### config.mk
export PLATFORM = sky130hd
export DESIGN_NAME = dcc_compare
export DESIGN_NICKNAME = d
export VERILOG_FILES = /design/src/verilog/dcc_compare.v /design/src/verilog/dcc_pair_out.v
export VERILOG_INCLUDE_DIRS = /design/src /design/src/verilog
export SDC_FILE = /design/constraint.sdc
export NUM_CORES = 1
export LEC_CHECK = 0
export BUFFER_PORTS_ARGS = -buffer_cell sky130_fd_sc_hd__buf_2
export CAP_MARGIN = 20
export CORE_MARGIN = 2
export CORE_UTILIZATION = 56
export DETAILED_ROUTE_END_ITERATION = 10
export PLACE_DENSITY = 0.81
export SYNTH_ARGS = -nofsm -noshare
export SYNTH_HDL_FRONTEND = slang
export SYNTH_SLANG_ARGS = --single-unit
### constraint.sdc
create_clock -name mclk_in -period 2.76 [get_ports mclk_in]
set_clock_uncertainty 0.1 [all_clocks]
set_input_delay 0.138 -clock mclk_in [delete_from_list [all_inputs] [get_ports mclk_in]]
set_output_delay 0.138 -clock mclk_in [all_outputs]
set_load 0.01 [all_outputs]
### src/verilog/dcc_map.vh
`ifndef DCC_MAP_VH
`define DCC_MAP_VH

// ----------------------------------------
// register offsets (word addresses)
// ----------------------------------------
`define DCC_OFS_CTRL 4'h0
`define DCC_OFS_PERIOD 4'h1
`define DCC_OFS_DEAD 4'h2
`define DCC_OFS_OVR_EN 4'h3
`define DCC_OFS_OVR_VAL 4'h4
`define DCC_OFS_STATUS 4'h5
// duty bytes live at 8..F: bit 3 set, bits 2:1 pair, bit 0 high byte
`define DCC_DUTY_SEL_BIT 3
`define DCC_DUTY_IDX_LSB 1
`define DCC_DUTY_HIGH_BIT 0

// ----------------------------------------
// control register fields
// ----------------------------------------
`define DCC_CTRL_EN_BIT 0
`define DCC_CTRL_PRE_LSB 1
`define DCC_CTRL_POST_LSB 3
`define DCC_CTRL_COMP_BIT 7
`define DCC_CTRL_UPD_DIS_BIT 8

// ----------------------------------------
// status register fields
// ----------------------------------------
`define DCC_STAT_COUNT_LSB 0
`define DCC_STAT_PHASE_LSB 12

// ----------------------------------------
// reset values
// ----------------------------------------
`define DCC_RST_PERIOD 12'hFFF
`define DCC_RST_DEAD 8'h00
`define DCC_RST_DUTY 14'h0000
`define DCC_RST_OVR 8'h00

// ----------------------------------------
// phase clocks and prescale limits
// ----------------------------------------
`define DCC_PHASE_ONE 2'h0
`define DCC_PHASE_FOUR 2'h3
`define DCC_PRE_DIV1 2'h0
`define DCC_PRE_LIM1 6'h00
`define DCC_PRE_LIM4 6'h03
`define DCC_PRE_LIM16 6'h0F
`define DCC_PRE_LIM64 6'h3F

`endif

### src/verilog/dcc_compare.v
// Decided for this implementation: the plain strobed port and the placing of the registers.
`include "dcc_map.vh"

module dcc_compare (
  input wire mclk_in, // 100 MHz system clock
  input wire nrst_in, // async reset, active low
  input wire [3:0] addr_in, // register word address
  input wire [15:0] wr_data_in, // write data
  input wire wr_in, // write strobe
  input wire rd_in, // read strobe
  output reg [15:0] rd_data_out, // read data, one cycle after rd_in
  output wire [3:0] pwm_hi_out, // high side drive per pair
  output wire [3:0] pwm_lo_out, // low side drive per pair
  output reg period_event_out // postscaled period pulse
);

  // ----------------------------------------
  // software registers
  // ----------------------------------------
  reg tb_en;
  reg [1:0] timebase_prescale_select;
  reg [3:0] postscale;
  reg comp_mode;
  reg upd_dis;
  reg [11:0] period;
  reg [7:0] dead;
  reg [7:0] ovr_en;
  reg [7:0] ovr_val;
  reg [55:0] duty_hold;
  reg [55:0] duty_act;

  // ----------------------------------------
  // time base state
  // ----------------------------------------
  reg [1:0] phase;
  reg [5:0] pre_cnt;
  reg [11:0] timebase_count;
  reg [3:0] post_cnt;
  reg [3:0] pwm_raw;

  wire [5:0] pre_lim;
  wire pre_zero;
  wire tb_tick;
  wire wrap;
  wire period_start;
  wire load_act;
  wire [3:0] match;
  wire duty_sel;

  integer i;
  // read process keeps its own index
  integer j;

  // ----------------------------------------
  // functions
  // ----------------------------------------
  function [5:0] dcc_pre_limit;
    input [1:0] sel;
    begin
      case (sel)
        2'h0: dcc_pre_limit = `DCC_PRE_LIM1;
        2'h1: dcc_pre_limit = `DCC_PRE_LIM4;
        2'h2: dcc_pre_limit = `DCC_PRE_LIM16;
        default: dcc_pre_limit = `DCC_PRE_LIM64;
      endcase
    end
  endfunction

  function dcc_match;
    input [13:0] duty;
    input [11:0] count;
    input [1:0] ph;
    input fine;
    input first_inst;
    reg [1:0] want;
    begin
      want = fine ? duty[1:0] : `DCC_PHASE_ONE;
      dcc_match = (duty[13:2] == count) && (ph == want) && first_inst;
    end
  endfunction

  // one byte lane of one pair, decoded alike
  // for writes and reads so the two cannot drift
  function dcc_duty_hit;
    input [3:0] addr;
    input [1:0] idx;
    input high;
    reg pick;
    begin
      pick = addr[`DCC_DUTY_SEL_BIT] && (addr[`DCC_DUTY_IDX_LSB +: 2] == idx);
      dcc_duty_hit = pick && (addr[`DCC_DUTY_HIGH_BIT] == high);
    end
  endfunction

  // ----------------------------------------
  // phase clocks and time base
  // ----------------------------------------
  assign pre_lim = dcc_pre_limit(timebase_prescale_select);
  assign pre_zero = (pre_cnt == 6'h00);
  assign tb_tick = tb_en && (phase == `DCC_PHASE_FOUR) && (pre_cnt == pre_lim);
  // wrap is on equality: a period written below the live count
  // lets the count run to full scale before the next wrap
  assign wrap = tb_tick && (timebase_count == period);
  assign period_start = tb_en && (phase == `DCC_PHASE_ONE) && pre_zero &&
                        (timebase_count == 12'h000);
  // new duty takes effect at a period boundary unless upd_dis is set, or at once while the time base is off, to avoid runt pulses
  assign load_act = (wrap && !upd_dis) || !tb_en;

  always @(posedge mclk_in or negedge nrst_in) begin
    if (!nrst_in) begin
      phase <= `DCC_PHASE_ONE;
    end else begin
      phase <= phase + 2'h1;
    end
  end

  always @(posedge mclk_in or negedge nrst_in) begin
    if (!nrst_in) begin
      pre_cnt <= 6'h00;
      timebase_count <= 12'h000;
      post_cnt <= 4'h0;
      period_event_out <= 1'b0;
    end else begin
      period_event_out <= 1'b0;
      // disabling freezes the count rather than clearing it
      if (tb_en && (phase == `DCC_PHASE_FOUR)) begin
        pre_cnt <= (pre_cnt == pre_lim) ? 6'h00 : pre_cnt + 6'h01;
      end
      if (tb_tick) begin
        timebase_count <= wrap ? 12'h000 : timebase_count + 12'h001;
      end
      if (wrap) begin
        if (post_cnt == postscale) begin
          post_cnt <= 4'h0;
          period_event_out <= 1'b1;
        end else begin
          post_cnt <= post_cnt + 4'h1;
        end
      end
    end
  end

  // ----------------------------------------
  // duty compare, one unit per pair
  // ----------------------------------------
  genvar g;
  generate
    for (g = 0; g < 4; g = g + 1) begin : gen_ch
      assign match[g] = tb_en && dcc_match(duty_act[g*14 +: 14], timebase_count, phase,
                        timebase_prescale_select == `DCC_PRE_DIV1, pre_zero);

      always @(posedge mclk_in or negedge nrst_in) begin
        if (!nrst_in) begin
          pwm_raw[g] <= 1'b0;
        end else if (!tb_en) begin
          pwm_raw[g] <= 1'b0;
        end else if (match[g]) begin
          // match beats start so a zero duty gives no pulse
          pwm_raw[g] <= 1'b0;
        end else if (period_start) begin
          pwm_raw[g] <= 1'b1;
        end
      end

      dcc_pair_out u_pair (
        .mclk_in(mclk_in),
        .nrst_in(nrst_in),
        .raw_in(pwm_raw[g]),
        .comp_in(comp_mode),
        .dead_in(dead),
        .ovr_en_in(ovr_en[2*g +: 2]),
        .ovr_val_in(ovr_val[2*g +: 2]),
        .hi_out(pwm_hi_out[g]),
        .lo_out(pwm_lo_out[g])
      );
    end
  endgenerate

  // ----------------------------------------
  // register writes
  // ----------------------------------------
  assign duty_sel = addr_in[`DCC_DUTY_SEL_BIT];

  always @(posedge mclk_in or negedge nrst_in) begin
    if (!nrst_in) begin
      tb_en <= 1'b0;
      timebase_prescale_select <= 2'h0;
      postscale <= 4'h0;
      comp_mode <= 1'b0;
      upd_dis <= 1'b0;
      period <= `DCC_RST_PERIOD;
      dead <= `DCC_RST_DEAD;
      ovr_en <= `DCC_RST_OVR;
      ovr_val <= `DCC_RST_OVR;
    end else if (wr_in && !duty_sel) begin
      case (addr_in)
        `DCC_OFS_CTRL: begin
          tb_en <= wr_data_in[`DCC_CTRL_EN_BIT];
          timebase_prescale_select <= wr_data_in[`DCC_CTRL_PRE_LSB +: 2];
          postscale <= wr_data_in[`DCC_CTRL_POST_LSB +: 4];
          comp_mode <= wr_data_in[`DCC_CTRL_COMP_BIT];
          upd_dis <= wr_data_in[`DCC_CTRL_UPD_DIS_BIT];
        end
        `DCC_OFS_PERIOD: begin
          period <= wr_data_in[11:0];
        end
        `DCC_OFS_DEAD: begin
          dead <= wr_data_in[7:0];
        end
        `DCC_OFS_OVR_EN: begin
          ovr_en <= wr_data_in[7:0];
        end
        `DCC_OFS_OVR_VAL: begin
          ovr_val <= wr_data_in[7:0];
        end
        default: begin
        end
      endcase
    end
  end

  // holding and active copies of the four duty values
  always @(posedge mclk_in or negedge nrst_in) begin
    if (!nrst_in) begin
      duty_hold <= {4{`DCC_RST_DUTY}};
      duty_act <= {4{`DCC_RST_DUTY}};
    end else begin
      for (i = 0; i < 4; i = i + 1) begin
        if (wr_in && dcc_duty_hit(addr_in, i[1:0], 1'b1)) begin
          duty_hold[i*14+8 +: 6] <= wr_data_in[5:0];
        end
        if (wr_in && dcc_duty_hit(addr_in, i[1:0], 1'b0)) begin
          duty_hold[i*14 +: 8] <= wr_data_in[7:0];
        end
      end
      if (load_act) begin
        duty_act <= duty_hold;
      end
    end
  end

  // ----------------------------------------
  // register reads
  // ----------------------------------------
  always @(posedge mclk_in or negedge nrst_in) begin
    if (!nrst_in) begin
      rd_data_out <= 16'h0000;
    end else if (rd_in) begin
      rd_data_out <= 16'h0000;
      if (duty_sel) begin
        // reads return the holding copy, the one software wrote
        for (j = 0; j < 4; j = j + 1) begin
          if (dcc_duty_hit(addr_in, j[1:0], 1'b1)) begin
            rd_data_out <= {10'h000, duty_hold[j*14+8 +: 6]};
          end
          if (dcc_duty_hit(addr_in, j[1:0], 1'b0)) begin
            rd_data_out <= {8'h00, duty_hold[j*14 +: 8]};
          end
        end
      end else begin
        case (addr_in)
          `DCC_OFS_CTRL: begin
            rd_data_out <= {7'h00, upd_dis, comp_mode, postscale,
                            timebase_prescale_select, tb_en};
          end
          `DCC_OFS_PERIOD: begin
            rd_data_out <= {4'h0, period};
          end
          `DCC_OFS_DEAD: begin
            rd_data_out <= {8'h00, dead};
          end
          `DCC_OFS_OVR_EN: begin
            rd_data_out <= {8'h00, ovr_en};
          end
          `DCC_OFS_OVR_VAL: begin
            rd_data_out <= {8'h00, ovr_val};
          end
          `DCC_OFS_STATUS: begin
            rd_data_out <= {2'h0, phase, timebase_count};
          end
          default: begin
            rd_data_out <= 16'h0000;
          end
        endcase
      end
    end
  end

endmodule

### src/verilog/dcc_pair_out.v
`include "dcc_map.vh"

module dcc_pair_out (
  input wire mclk_in, // system clock
  input wire nrst_in, // async reset, active low
  input wire raw_in, // compare result for this pair
  input wire comp_in, // complementary mode
  input wire [7:0] dead_in, // dead time in clock cycles
  input wire [1:0] ovr_en_in, // force enable, bit 0 high side
  input wire [1:0] ovr_val_in, // forced level, bit 0 high side
  output reg hi_out, // high side switch drive
  output reg lo_out // low side switch drive
);

  reg raw_d;
  reg [7:0] dt_cnt;
  reg blank;
  reg next_hi;
  reg next_lo;

  // ----------------------------------------
  // dead time counter
  // ----------------------------------------
  always @(posedge mclk_in or negedge nrst_in) begin
    if (!nrst_in) begin
      raw_d <= 1'b0;
      dt_cnt <= 8'h00;
    end else begin
      raw_d <= raw_in;
      if (raw_in != raw_d) begin
        // edge cycle itself blanks once, so load one less
        dt_cnt <= (dead_in != 8'h00) ? dead_in - 8'h01 : 8'h00;
      end else if (dt_cnt != 8'h00) begin
        dt_cnt <= dt_cnt - 8'h01;
      end
    end
  end

  // ----------------------------------------
  // output select and override
  // ----------------------------------------
  always @* begin
    blank = (raw_in != raw_d) ? (dead_in != 8'h00) : (dt_cnt != 8'h00);
    if (comp_in) begin
      next_hi = raw_in & ~blank;
      next_lo = ~raw_in & ~blank;
    end else begin
      next_hi = raw_in;
      next_lo = raw_in;
    end
    // override sits last so a forced level wins over dead time
    if (ovr_en_in[0]) begin
      next_hi = ovr_val_in[0];
    end
    if (ovr_en_in[1]) begin
      next_lo = ovr_val_in[1];
    end
  end

  always @(posedge mclk_in or negedge nrst_in) begin
    if (!nrst_in) begin
      hi_out <= 1'b0;
      lo_out <= 1'b0;
    end else begin
      hi_out <= next_hi;
      lo_out <= next_lo;
    end
  end

endmodule
==> results.ini <==
[routing]
route.antenna.remaining_nets=0
postRouteWirelength_um=32600
firstDrtPassIters=5
vias=9095
detail_route.iter0.violations=830
routedWlPerCell_um=22.2
route.detailed.drc=0
post_drt_via_cell_ratio=6.21

[logic_synthesis]
synth_commonest_cells=232 x dfrtp_1, 171 x mux2_2, 73 x xnor2_1
edff_count_synth=0
synth.lib_cells_used.distinct=65
yosysMostFrequentCell=dfrtp_1
syn-mean-instance-area_um2=11.4
postSynth.topFlopCell=dfrtp_1
synth_top_area_cell=dfrtp_1
netlist_instances=1096
postSynthRegisterBits=244
synth_largest_type_area_fraction_pct=46.7
seq_area_frac_synth_pct=49.2
synth_area_mm2=0.0124
synth-async-reset-ratio_pct=100
netlist_top_cells_area=dfrtp_1 47%, mux2_2 15%, xnor2_1 5.1%
synthesis.yosys.warnings=0

[place]
routabilityCongestion=1.00
portBuffers=42
detailed_place_hpwl_um=22100

[min_path]
min_from=rd_in
whs_endpoint=rd_data_out[8]
hold_path_class=in2reg
whs_path_depth=3

[setup_path]
crit_arrival_ns=2.94
r2r-end=duty_act[19]
critical_path_peak_fanout=28
crit_path_cell_trace=or4b_1 -> a211oi_2 -> o21ai_2 -> o41ai_4 -> buf_4 -> buf_8 -> mux2_2
timing.critical_path.required_ns=3.07
crit_type=reg2reg
timing.reg2reg.setup_slack_ns=0.13
worstReg2RegStart=timebase_prescale_select[1]
cp_top_family=compound AO/OA/AOI/OAI gates
start_kind=flip-flop
crit_path_end_kind=flip-flop
worstRegToRegCells=7
cp_num_buf_inv=2
max_stage_delay_ns=0.54
timing.critical_path.slowest_stage_cell=or4b_1

[clock_tree]
htree_levels=1
cts_tree=built
buffers_from_clock_root_to_sink_at_most=3
cts.root.buffer_cell=clkbuf_16
clk-insertion-delay-late_ns=0.53
cts_buffers=26
clock_sinks=244
path_clk_slew_ns=0.06

[global_routing]
grt_antenna_before_repair=1
grt_pass1_wl_um=51100
grt_use_total_pct=27.5
pin_count_of_the_biggest_net_entering_global_routing=69
grt_overflow=0
first_global_vias=9209

[die]
die_h_um=153
std_cell_rows=54
initial_core_util_pct=57.0
die_area_mm2=0.0234
die_w_um=153
core_area_mm2=0.0218
num_io_pins=49

[timing]
setup_violations=0
unrepaired_setup_endpoints_after_global_routing=no
setup_tns_final_ns=0
max_slew_headroom_pct=47.6
finalHoldViolations=0
finalMaxSlewViolations=0
tightestPinTransition_ns=0.766
maxClockFrequency_ghz=0.380
finalCriticalPeriod_ns=2.63
portion_of_the_clock_cycle_consumed_by_the_worst_path_in_the_final_layout_pct=95.2

[run_status]
status=finished clean

[layout]
nets=1202
area_growth_syn_to_layout_pct=13.3
fillerInstances=1644
fraction_of_final_layout_cells_with_drive_strength_greater_than_1_pct=28.3
insertedDiodeCount=0

[power]
power_density_mw_per_mm2=915
vdd.ir_drop.worst_mv=0.409
p_leak_uw=0.00614
power_uw=12900

[flow_run]
maxCapViolations=0

[how the worst max path moves through the flow]
stage                                     start      endpoint  slack (ns)  cells after the start
floorplan                     timebase_count[1]  duty_act[19]        0.17                      8
global placement    timebase_prescale_select[1]  duty_act[23]        0.13                      6
detailed placement  timebase_prescale_select[1]  duty_act[31]        0.12                      6
CTS                 timebase_prescale_select[1]  duty_act[31]        0.10                      6
global route                         pre_cnt[2]  duty_act[40]       0.001                      7
finish              timebase_prescale_select[1]  duty_act[19]        0.13                      7
[area by class of cell]
type	instances	area (um^2)	area share, %
clock buffer	34	712	5.05
clock inverter	13	170	1.21
inverter	30	113	0.799
multi-input combinational	758	5860	41.6
sequential	244	6120	43.4
tap	280	350	2.49
timing repair buffer	106	768	5.45
[worst register-to-register path, delay by kind of cell (launching register included)]
family                 cells  cell delay, ns
flip-flops                 1            0.37
multiplexers               1            0.38
buffers and inverters      2            0.46
AO/OA/AOI/OAI              3            0.67
AND/OR/NAND/NOR            1            0.54
[cell families (layout without fill, tap and decap cells)]
logic type               Yosys count  after routing  synth area share (%)
AO/OA/AOI/OAI                    162            162                  8.78
XOR/XNOR                          93             93                  6.55
adder cells (fa/ha/maj)           12             12                  1.21
buffers and inverters             95            183                  3.76
flip-flops                       244            244                  49.2
multiplexers                     217            217                  19.2
other                              1              2                0.0301
AND/OR/NAND/NOR                  272            272                  11.2
[power breakdown]
part | internal (uW) | switching, uW | leakage [uW]
logic | 1870 | 1770 | 0.00269
registers | 4650 | 978 | 0.00302
clock network | 2190 | 1430 | 0.000431
[layout by cell type, fill, tap and decap left out, types with 23 or more instances in the layout]
cell type | netlist | routed
a21oi_1 | 37 | 37
buf_2 | 2 | 41
buf_4 | 13 | 53
clkbuf_16 | 0 | 28
dfrtp_1 | 232 | 232
inv_1 | 30 | 30
mux2_2 | 171 | 171
mux2i_1 | 40 | 40
nand2_1 | 49 | 49
nand3_1 | 23 | 23
nor2_1 | 72 | 72
o21ai_0 | 34 | 34
xnor2_1 | 73 | 73
[registers in the layout, summed over array words and instances, names as in the netlist, 6 cells and up]
signal / flops
duty_act: 56
dead: 8
rd_data_out: 14
timebase_count: 12
pre_cnt: 6
ovr_en: 8
gen_ch.u_pair.dt_cnt: 32
duty_hold: 56
ovr_val: 8
period: 12
[what timing repair did]
action	4_1_cts	5_1_grt
buffers inserted	0	2
gates resized for setup	0	3
endpoints found under the hold margin	204	0
setup endpoints to repair	0	37
hold buffers	7	0
[through the flow]
step	std cells	util (%)	hold slack, ns	setup slack, ns	instance area [um^2]
after floorplan	1097	-	-0.258	0.168	12400
after global placement	1408	60.0	0.0320	0.135	13100
after detailed placement	1408	60.0	0.0345	0.119	13100
after CTS	1462	64.4	0.00818	0.101	14100
after global routing	1465	64.6	0.0218	0.00127	14100
final	1465	64.6	0.0368	0.131	14100
[routing by layer]
| metal | vias up | part of all wire (%) | global-route usage (%) | wire, um |
|---|---|---|---|---|
| met5 | - | 0.034 | 0 | 11 |
| met4 | 2 | 4.1 | 10.9 | 1320 |
| met3 | 103 | 7.3 | 5.16 | 2390 |
| met2 | 361 | 48 | 45.0 | 15500 |
| met1 | 4546 | 41 | 36.4 | 13300 |
| li1 | 4083 | - | - | - |
(Power assumes the default switching activity.)
